===== src/inc/hpf_pkg.sv =====
// Purpose: shared constants of the hall period frequency estimator
// Assumes: 25 MHz system clock
// Notes: times kept in their own units, cycle counts derived from them
package hpf_pkg;
  // ----------------------------------------------------------------
  // clock and time base
  // ----------------------------------------------------------------
  localparam int CLOCK_PERIOD_NS = 40;
  localparam int RES_TICK_NS = 16000;
  localparam int RES_TICK_CYCLES = (RES_TICK_NS + CLOCK_PERIOD_NS - 1) / CLOCK_PERIOD_NS;
  localparam int MS_TICK_NS = 1000000;
  localparam int MS_TICK_CYCLES = (MS_TICK_NS + CLOCK_PERIOD_NS - 1) / CLOCK_PERIOD_NS;
  localparam int RES_CNT_W = 9;
  localparam int MS_PRE_W = 16;
  // ----------------------------------------------------------------
  // measurement and conversion
  // ----------------------------------------------------------------
  localparam int PERIOD_W = 16;
  localparam int FREQ_W = 18;
  localparam int SUM_W = 20;
  localparam int DIV_STEP_W = 5;
  localparam logic [FREQ_W-1:0] FREQ_DIVIDEND = 18'h3FFFF;
  localparam logic [PERIOD_W-1:0] PERIOD_MAX = 16'hFFFF;
  localparam logic [PERIOD_W-1:0] HALF_MS_LIMIT = 16'h0418;
  localparam int HIST_DEPTH = 4;
  localparam logic [2:0] HIST_FULL = 3'h4;
  // ----------------------------------------------------------------
  // reset values
  // ----------------------------------------------------------------
  localparam logic [FREQ_W-1:0] FREQ_INIT_VALUE = 18'h00100;
  localparam logic [FREQ_W-1:0] FREQ_RESET = 18'h00000;
  localparam logic [PERIOD_W-1:0] COUNT_RESET = 16'h0000;
  localparam logic [DIV_STEP_W-1:0] DIV_STEPS = 5'h12;
endpackage


===== src/rtl/hpf_divider.sv =====
// Purpose: sequential restoring divider, one quotient bit per clock
// Assumes: divisor is never zero when start is raised
// Notes: start is ignored while busy
`timescale 1ns/100ps
module hpf_divider (
  // clock and reset
  input wire logic clock,
  input wire logic rstn,
  // request
  input wire logic start,
  input wire logic [hpf_pkg::FREQ_W-1:0] dividend,
  input wire logic [hpf_pkg::PERIOD_W-1:0] divisor,
  // answer
  output logic busy,
  output logic done,
  output logic [hpf_pkg::FREQ_W-1:0] quotient
);
  typedef struct packed {
    logic busy;
    logic done;
    logic [hpf_pkg::DIV_STEP_W-1:0] step;
    logic [hpf_pkg::PERIOD_W:0] rem;
    logic [hpf_pkg::FREQ_W-1:0] q;
    logic [hpf_pkg::PERIOD_W-1:0] dvs;
  } hpf_div_state_t;

  hpf_div_state_t st;
  hpf_div_state_t next_st;
  logic [hpf_pkg::PERIOD_W:0] trial;

  always_comb begin
    next_st = st;
    next_st.done = 1'b0;
    trial = {st.rem[hpf_pkg::PERIOD_W-1:0], st.q[hpf_pkg::FREQ_W-1]};
    if (st.busy) begin
      next_st.q = {st.q[hpf_pkg::FREQ_W-2:0], 1'b0};
      if (trial >= {1'b0, st.dvs}) begin
        next_st.rem = trial - {1'b0, st.dvs};
        next_st.q[0] = 1'b1;
      end else begin
        next_st.rem = trial;
      end
      next_st.step = st.step - 5'h01;
      if (st.step == 5'h01) begin
        next_st.busy = 1'b0;
        next_st.done = 1'b1;
      end
    end else if (start) begin
      next_st.busy = 1'b1;
      next_st.step = hpf_pkg::DIV_STEPS;
      next_st.rem = '0;
      next_st.q = dividend;
      next_st.dvs = divisor;
    end
  end

  always_ff @(posedge clock or negedge rstn) begin
    if (!rstn) begin
      st <= '0;
    end else begin
      st <= next_st;
    end
  end

  assign busy = st.busy;
  assign done = st.done;
  assign quotient = st.q;
endmodule


===== src/rtl/hpf_estimator.sv =====
// Purpose: stator frequency estimate from one rotor position sensor
// Assumes: sensor pin asynchronous to clock, 25 MHz clock
// Notes: one estimate per captured sensor edge, i.e. two per sensor period
//
// Behaviour
// - until a valid half-period has been measured the output shows the initialization value.
// - from the first to the third valid measurement the output shows the latest single result.
// - from the fourth measurement on the output shows the mean of the last four results.
// - one output bit stands for 0.1192 Hz of electrical frequency.
// - each half-period is turned into frequency as 0x3FFFF divided by the period count.
// - the half-period count is an unsigned 16-bit value counting 16 us units.
// - the result equals mechanical rpm times pole pairs over 60.
// - a millisecond tick is made from a free counter overflow every 1 ms.
// - each millisecond tick advances a period-side count and a free millisecond count.
// - a half-period is captured on each settled edge after the first, unless its count is zero or its gap too long.
// - the estimate is recomputed once per captured half-period, so twice per full sensor period when both halves are captured.
`timescale 1ns/100ps
module hpf_estimator #(
  parameter int MS_TICK_CYCLES = hpf_pkg::MS_TICK_CYCLES
) (
  // clock and reset
  input wire logic clock,
  input wire logic rstn,
  // position sensor
  input wire logic sensorIn,
  // estimate
  output logic [hpf_pkg::FREQ_W-1:0] statorFreq,
  output logic freqUpdate,
  output logic [2:0] measCount,
  // time base
  output logic millisecondTick,
  output logic [hpf_pkg::PERIOD_W-1:0] millisecondTimeCount,
  output logic [hpf_pkg::PERIOD_W-1:0] halfPeriod
);
  // ----------------------------------------------------------------
  // state
  // ----------------------------------------------------------------
  typedef struct packed {
    logic syncA;
    logic syncB;
    logic syncC;
    logic level;
    logic haveEdge;
    logic [hpf_pkg::RES_CNT_W-1:0] resCnt;
    logic [hpf_pkg::MS_PRE_W-1:0] msPre;
    logic msTick;
    logic [hpf_pkg::PERIOD_W-1:0] period;
    logic [hpf_pkg::PERIOD_W-1:0] msInPeriod;
    logic [hpf_pkg::PERIOD_W-1:0] msTime;
    logic [hpf_pkg::PERIOD_W-1:0] lastPeriod;
    logic divStart;
    logic [hpf_pkg::PERIOD_W-1:0] divisor;
    logic [hpf_pkg::HIST_DEPTH-1:0][hpf_pkg::FREQ_W-1:0] hist;
    logic [2:0] count;
    logic [hpf_pkg::FREQ_W-1:0] freq;
    logic update;
  } hpf_state_t;

  localparam logic [hpf_pkg::RES_CNT_W-1:0] RES_LAST = 9'(hpf_pkg::RES_TICK_CYCLES - 1);
  localparam logic [hpf_pkg::MS_PRE_W-1:0] MS_LAST = 16'(MS_TICK_CYCLES - 1);

  localparam hpf_state_t STATE_RESET = '{
    syncA: 1'b0,
    syncB: 1'b0,
    syncC: 1'b0,
    level: 1'b0,
    haveEdge: 1'b0,
    resCnt: '0,
    msPre: '0,
    msTick: 1'b0,
    period: hpf_pkg::COUNT_RESET,
    msInPeriod: hpf_pkg::COUNT_RESET,
    msTime: hpf_pkg::COUNT_RESET,
    lastPeriod: hpf_pkg::COUNT_RESET,
    divStart: 1'b0,
    divisor: hpf_pkg::COUNT_RESET,
    hist: '0,
    count: 3'h0,
    freq: hpf_pkg::FREQ_INIT_VALUE,
    update: 1'b0
  };

  hpf_state_t st;
  hpf_state_t next_st;

  logic divBusy;
  logic divDone;
  logic [hpf_pkg::FREQ_W-1:0] divQuot;

  // ----------------------------------------------------------------
  // period to frequency division
  // ----------------------------------------------------------------
  // scaling: 16 us units into 0x3FFFF gives 0.1192 Hz per bit
  hpf_divider hpf_divider_inst (
    .clock(clock),
    .rstn(rstn),
    .start(st.divStart),
    .dividend(hpf_pkg::FREQ_DIVIDEND),
    .divisor(st.divisor),
    .busy(divBusy),
    .done(divDone),
    .quotient(divQuot)
  );

  // ----------------------------------------------------------------
  // next state
  // ----------------------------------------------------------------
  logic edgeSeen;
  logic periodOk;
  logic resTick;
  logic [2:0] newCount;
  logic [hpf_pkg::SUM_W-1:0] sum;
  logic [hpf_pkg::HIST_DEPTH-1:0][hpf_pkg::FREQ_W-1:0] newHist;

  always_comb begin
    next_st = st;
    next_st.divStart = 1'b0;
    next_st.update = 1'b0;
    next_st.msTick = 1'b0;
    newCount = st.count;
    newHist = st.hist;
    sum = '0;

    // three-stage synchroniser, a change counts once stages two and three agree
    next_st.syncA = sensorIn;
    next_st.syncB = st.syncA;
    next_st.syncC = st.syncB;
    edgeSeen = (st.syncB == st.syncC) && (st.syncC != st.level);
    if (st.syncB == st.syncC) begin
      next_st.level = st.syncC;
    end

    // 1 ms tick from the prescaler overflow
    if (st.msPre == MS_LAST) begin
      next_st.msPre = '0;
      next_st.msTick = 1'b1;
    end else begin
      next_st.msPre = st.msPre + 16'h0001;
    end
    if (st.msTick) begin
      next_st.msTime = st.msTime + 16'h0001;
      if (st.msInPeriod != hpf_pkg::PERIOD_MAX) begin
        next_st.msInPeriod = st.msInPeriod + 16'h0001;
      end
    end

    // 16 us resolution counter for the half-period
    resTick = (st.resCnt == RES_LAST);
    if (resTick) begin
      next_st.resCnt = '0;
      if (st.period != hpf_pkg::PERIOD_MAX) begin
        next_st.period = st.period + 16'h0001;
      end
    end else begin
      next_st.resCnt = st.resCnt + 9'h001;
    end

    // capture on a settled edge; too long a gap or a zero count is discarded
    // the millisecond count guards against a half-period past 16 bits
    periodOk = st.haveEdge && (st.period != hpf_pkg::COUNT_RESET)
      && (st.msInPeriod <= hpf_pkg::HALF_MS_LIMIT);
    if (edgeSeen) begin
      next_st.haveEdge = 1'b1;
      next_st.period = hpf_pkg::COUNT_RESET;
      next_st.resCnt = '0;
      next_st.msInPeriod = hpf_pkg::COUNT_RESET;
      if (periodOk && !divBusy) begin
        next_st.lastPeriod = st.period;
        next_st.divisor = st.period;
        next_st.divStart = 1'b1;
      end
    end

    // fold a new result into the history
    if (divDone) begin
      for (int i = hpf_pkg::HIST_DEPTH - 1; i > 0; i--) begin
        newHist[i] = st.hist[i-1];
      end
      newHist[0] = divQuot;
      if (st.count != hpf_pkg::HIST_FULL) begin
        newCount = st.count + 3'h1;
      end
      for (int i = 0; i < hpf_pkg::HIST_DEPTH; i++) begin
        sum = sum + {2'b00, newHist[i]};
      end
      next_st.hist = newHist;
      next_st.count = newCount;
      next_st.update = 1'b1;
      if (newCount == hpf_pkg::HIST_FULL) begin
        next_st.freq = sum[hpf_pkg::SUM_W-1:2];
      end else begin
        next_st.freq = divQuot;
      end
    end
  end

  // ----------------------------------------------------------------
  // registers
  // ----------------------------------------------------------------
  // reset value of freq is the initialization value
  always_ff @(posedge clock or negedge rstn) begin
    if (!rstn) begin
      st <= STATE_RESET;
    end else begin
      st <= next_st;
    end
  end

  // ----------------------------------------------------------------
  // outputs
  // ----------------------------------------------------------------
  assign statorFreq = st.freq;
  assign freqUpdate = st.update;
  assign measCount = st.count;
  assign millisecondTick = st.msTick;
  assign millisecondTimeCount = st.msTime;
  assign halfPeriod = st.lastPeriod;
endmodule


===== config.mk =====
export PLATFORM = sky130hd
export DESIGN_NAME = hpf_estimator
export DESIGN_NICKNAME = d
export VERILOG_FILES = /design/src/inc/hpf_pkg.sv /design/src/rtl/hpf_divider.sv /design/src/rtl/hpf_estimator.sv
export SDC_FILE = /design/constraint.sdc
export NUM_CORES = 1
export LEC_CHECK = 0
export BUFFER_PORTS_ARGS = -buffer_cell sky130_fd_sc_hd__buf_2
export CAP_MARGIN = 5
export CORE_MARGIN = 5
export CORE_UTILIZATION = 62
export CTS_CLUSTER_SIZE = 24
export DETAILED_ROUTE_END_ITERATION = 6
export PLACE_DENSITY = 0.8
export SYNTH_ARGS = -nofsm -noshare
export SYNTH_HDL_FRONTEND = slang
export SYNTH_SLANG_ARGS = --single-unit

===== constraint.sdc =====
create_clock -name clock -period 3.54 [get_ports clock]
set_input_delay 0.177 -clock clock [delete_from_list [all_inputs] [get_ports clock]]
set_output_delay 0.177 -clock clock [all_outputs]
set_load 0.1 [all_outputs]

Word level (Yosys, flattened, before mapping)
Cells that the tools add are included.

cells by class
  add/subtract/negate cells = 11
  magnitude comparators = 2
  equality and inequality tests = 9
  muxes and demuxes = 23
  bitwise operators = 1
  reduce and logical (&&, ||, !) cells = 15

operators by type and width
  kind                                                                     number
  16-bit by 1-bit adder with 16-bit output, second input constant          4
  16-bit two-way mux                                                       4
  32-bit two-way mux                                                       2
  56-bit two-way mux                                                       1
  17-bit two-way mux                                                       3
  40-bit two-way mux                                                       1
  16-bit inequality test, second input constant                            2
  19-bit by 18-bit adder with 20-bit output                                1
  20-bit by 18-bit adder with 20-bit output                                1
  18-bit by 18-bit adder with 19-bit output                                1
  18-bit two-way mux                                                       1
  9-bit two-way mux                                                        2
  17-bit by 16-bit greater-or-equal comparator with 1-bit output           1
  17-bit by 16-bit subtractor with 17-bit output                           1
  16-bit by 15-bit == test with 1-bit output, second input constant        1
  16-bit by 11-bit <= comparator with 1-bit output, second input constant  1
  16-bit nonzero test                                                      1
  2-bit nonzero test                                                       5
  9-bit by 1-bit adder with 9-bit output, second input constant            1
  9-bit == test, second input constant                                     1
  2-bit AND reduction                                                      4
  1-bit two-way mux                                                        6
  3-bit two-way mux                                                        2
  5-bit by 1-bit == test with 1-bit output, second input constant          1
  10 further kinds                                                         13

storage, ports and cells
  bits in registers = 229
  bits of input ports = 3
  output and inout port bits = 55

Logic depth before layout (Yosys ltp)
  depth after elaboration = 6
  mapped depth = 13
  mapped depth without buffers = 13

Cells and area by module
Synthesis repeated with hierarchy kept, for this count alone.

unflattened totals
  cells, all modules = 1400
  area, all modules = 13007.5 µm²

modules (own cells, without submodules)
  module         times used  cells each  area an instance (µm²)
  hpf_estimator  1           998         9462.8
  hpf_divider    1           402         3544.6

Least setup slack after synthesis
OpenSTA, ideal clock, no wires.

  path type = reg2reg
  from = reg st[26] (netlist bit)
  to = reg st, in the netlist statorFreq[7]
  arrival = 3.016 ns
  required time = 3.401 ns
  path slack = 0.385 ns
  cell stages (with the launch flop) = 13
  buffers on the path = 0
  clock period less this slack = 3.155 ns
  cell sequence = dfrtp_1 -> inv_1 -> fa_1 -> fa_1 -> inv_1 -> ha_1 -> o21ai_0 -> a21oi_1 -> o311ai_0 -> a21boi_0 -> or3_1 -> nand3_1 -> a31oi_1

between the ends
  word-level cells in the longest chain between the ends = 4

RTL lines
  what                                       RTL line              source
  from (decl)                                hpf_estimator.sv:83   hpf_state_t st;
  from (signal assigned)                     hpf_estimator.sv:205  st <= next_st;
  18-bit by 18-bit adder with 19-bit output  hpf_estimator.sv:184  sum = sum + {2'b00, newHist[i]};
  19-bit by 18-bit adder with 20-bit output  hpf_estimator.sv:184
  20-bit by 18-bit adder with 20-bit output  hpf_estimator.sv:184
  18-bit two-way mux                         hpf_estimator.sv:189  if (newCount == hpf_pkg::HIST_FULL) begin

Every way passes these cells.
A chain may end at the register's enable or synchronous reset.

Final worst setup path
  from = reg st[24] (netlist bit)
  to = reg st, in the netlist statorFreq[14]

Same word-level chain as after synthesis.

==> flow_summary.toml <==
[outcome]
status = "complete, no violations"

[yosys]
synth_top_family_by_area = "simple AND/OR/NAND/NOR gates"
synth_xor_area_share_pct = 6.018
syn_nets = 1425
seq_area_frac_synth_pct = 45.27
yosys.area.top_type = "dfrtp_1"
synthesis.area_um2 = 12660
yosys.area_share.simple_pct = 16.30
synth_fa_ha_area_share_pct = 10.28
synthTopCellsByArea = "dfrtp_1, fa_1, nand2_1"
synth-seq-cells = 229
async_reset_ff_share_pct = 100.0
yosys.area.top_type_share_pct = 45.06
post-synth-top-count-cell = "dfrtp_1"
ys.flop_type = "dfrtp_1"
synth_edf_count = 0
synth_commonest_cells = "dfrtp_1, nand2_1, inv_1, o21ai_0, nor2_1"
synth_cell_types = 68
ys_warn_count = 0
netlist_instances = 1341
synth_mux_area_share_pct = 1.136
synth_compound_area_share_pct = 12.16
syn_avg_cell_area_um2 = 9.441

[routing]
drc_errors = 0
vias = 9099
wl_per_cell_um = 15.21
drtIter0Drc = 590
vias_per_cell = 5.606
ant_nets = 0
first_pass_iters = 5
drt-total-wl_mm = 24.69

[cts]
clk_pin_slew_ns = 0.06
cts_tree = "yes"
cts_root_buffer = "clkbuf_16"
htree_levels = 1
worstSkewPairLatency_ns = 0.51
cts.sinks = 229
cts_buffers = 25
clockBufferDepth = 3

[setup_path]
cp_top_family = "adder cells"
crit_path_top_delay_cell = "fa_1"
cp_data_required_time_ns = 3.92
critPathCaptureType = "flip-flop"
crit_buf_inv = 2
critPathLaunchType = "flip-flop"
crit_arrival_ns = 3.76
crit_path_max_fanout = 3
slowest_delay_ns = 0.57
worst-setup-path-type = "flip-flop to flip-flop"
worstPathCellList = "inv_1, fa_1, fa_1, inv_1, ha_1, nor4bb_4, o2111ai_2, a31oi_2, nand2b_1, o21ai_0, xnor2_1, a31oi_1"

[finish]
drive_gt1_share_pct = 11.09
diodes = 0
fin_area_um2 = 13680
fin_nets = 1419
fin_util_pct = 67.82
syn_to_final_growth_pct = 8.034

[floorplanning]
die_h_um = 152.9
start_util_pct = 62.77
rows = 52
core_area_um2 = 20170
io_pins = 58
die-area_um2 = 23380
fp.dieW_um = 152.9

[timing]
fin_ws_ns = 0.1595
setup-violations-final = 0
skew_ns = 0.01128
rsz0062_at_grt = "yes"
worstMarginPinSlew_ns = 0.8701
finalHoldViolCount = 0
hold-worst-slack_ns = 0.2878
slew_viol_final = 0
post-route-min-period_ns = 3.380
max_slew_margin_pct = 42.00
fmax_mhz = 295.8
post-route-period-util_pct = 95.49

[placed_design]
globalplace.congestion = 0.8698
dpl.hpwl_mm = 16.92
place_ws_ns = -0.005389
port_buffers = 57
placed_area_um2 = 12810

[global_route]
grt_pass1_wl_mm = 42.52
grt_max_degree = 114
grt_remaining_overflow = 0
track_usage_pct = 21.05
grt_pass1_vias = 9033
antenna_found_initial = 0

[worst_hold_path]
hp-class = "input port to async pin"

[flow_run]
cap_violations = 0
-- final timing paths --
path                               from                       to  slack [ns]  cells after the start
setup / recovery                 st[24]           statorFreq[14]        0.16                     12
hold / removal                     rstn  hpf_divider_inst.st[44]        0.29                      2
setup reg to reg                 st[24]           statorFreq[14]        0.16                     12
hold reg to reg            next_st[204]             next_st[203]        0.35                      0
max in group asynchronous          rstn                  st[191]        2.15                      3
min in group clock             sensorIn             next_st[204]        0.32                      2
-- routing by layer --
layer | vias up | part of all wire, % | GRT usage [%]
met5 | - | 0 | 0
li1 | 4421 | - | -
met2 | 203 | 48 | 34.98
met1 | 4436 | 46 | 29.84
met4 | 0 | 1.6 | 4.709
met3 | 39 | 4.3 | 3.025
-- logic make-up after synthesis --
group | after synthesis
compound gates | 246
xor+xnor | 87
fa+ha+maj | 82
buf+inv | 242
flops | 229
mux | 12
simple gates | 443
-- worst register-to-register path, delay by kind of cell (launching register included) --
kind                     cells  cell delay (ns)
AND/OR/NAND/NOR              2             0.48
adder cells (fa/ha/maj)      3             1.37
XOR/XNOR                     1             0.14
flip-flops                   1             0.35
buffers and inverters        2             0.14
AO/OA/AOI/OAI                4             0.77
-- registers in the layout (all words and copies together), names as in the netlist --
register,cells
millisecondTick,1
freqUpdate,1
statorFreq,18
st,131
hpf_divider_inst.quotient,18
hpf_divider_inst.done,1
hpf_divider_inst.busy,1
measCount,3
hpf_divider_inst.st,37
next_st,2
millisecondTimeCount,16
-- metrics by stage --
step	TNS, ns	instances
after floorplan	0	1341
after detailed placement	-0.005389	1576
after global placement	0	1576
after global routing	-0.1482	1623
final	0	1623
after CTS	0	1623
-- final cells by class --
type                            instances  area, µm²
Inverter                              138      518.0
Clock buffer                           40      742.0
Multi-Input combinational cell        870       5877
Fill cell                            1535       6491
Sequential cell                       229       5736
Timing Repair Buffer                   71      417.9
Tap cell                              270      337.8
Clock inverter                          5      50.05
-- placed cells by master (no fill, tap or decap), types with 9 or more instances in the layout --
cell	netlist	routed
nor3_1	16	16
and3_1	13	13
nand2_1	175	175
buf_4	55	11
a21oi_1	42	41
nand3_1	45	45
dfrtp_1	228	227
xor2_1	37	37
nand2b_1	13	12
buf_2	4	56
fa_1	37	37
o21ai_0	108	108
clkbuf_16	0	25
xnor2_1	50	50
clkbuf_1	40	9
a31oi_1	17	16
ha_1	44	44
nand4_1	20	20
a22oi_1	14	14
nor4_1	10	10
nor2_1	102	101
inv_1	135	135
-- timing repair --
action / 4_1_cts / 5_1_grt
pin swaps: 0 / 3
endpoints found under the hold margin: 110 / 0
buffers inserted: 0 / 0
hold buffers: 2 / 0
endpoints found under the setup margin: 1 / 8
resized for setup: 1 / 9
Power is left out: the tool's default activity adds up to more than one toggle a clock period on the data nets, which glitch-free logic cannot reach.
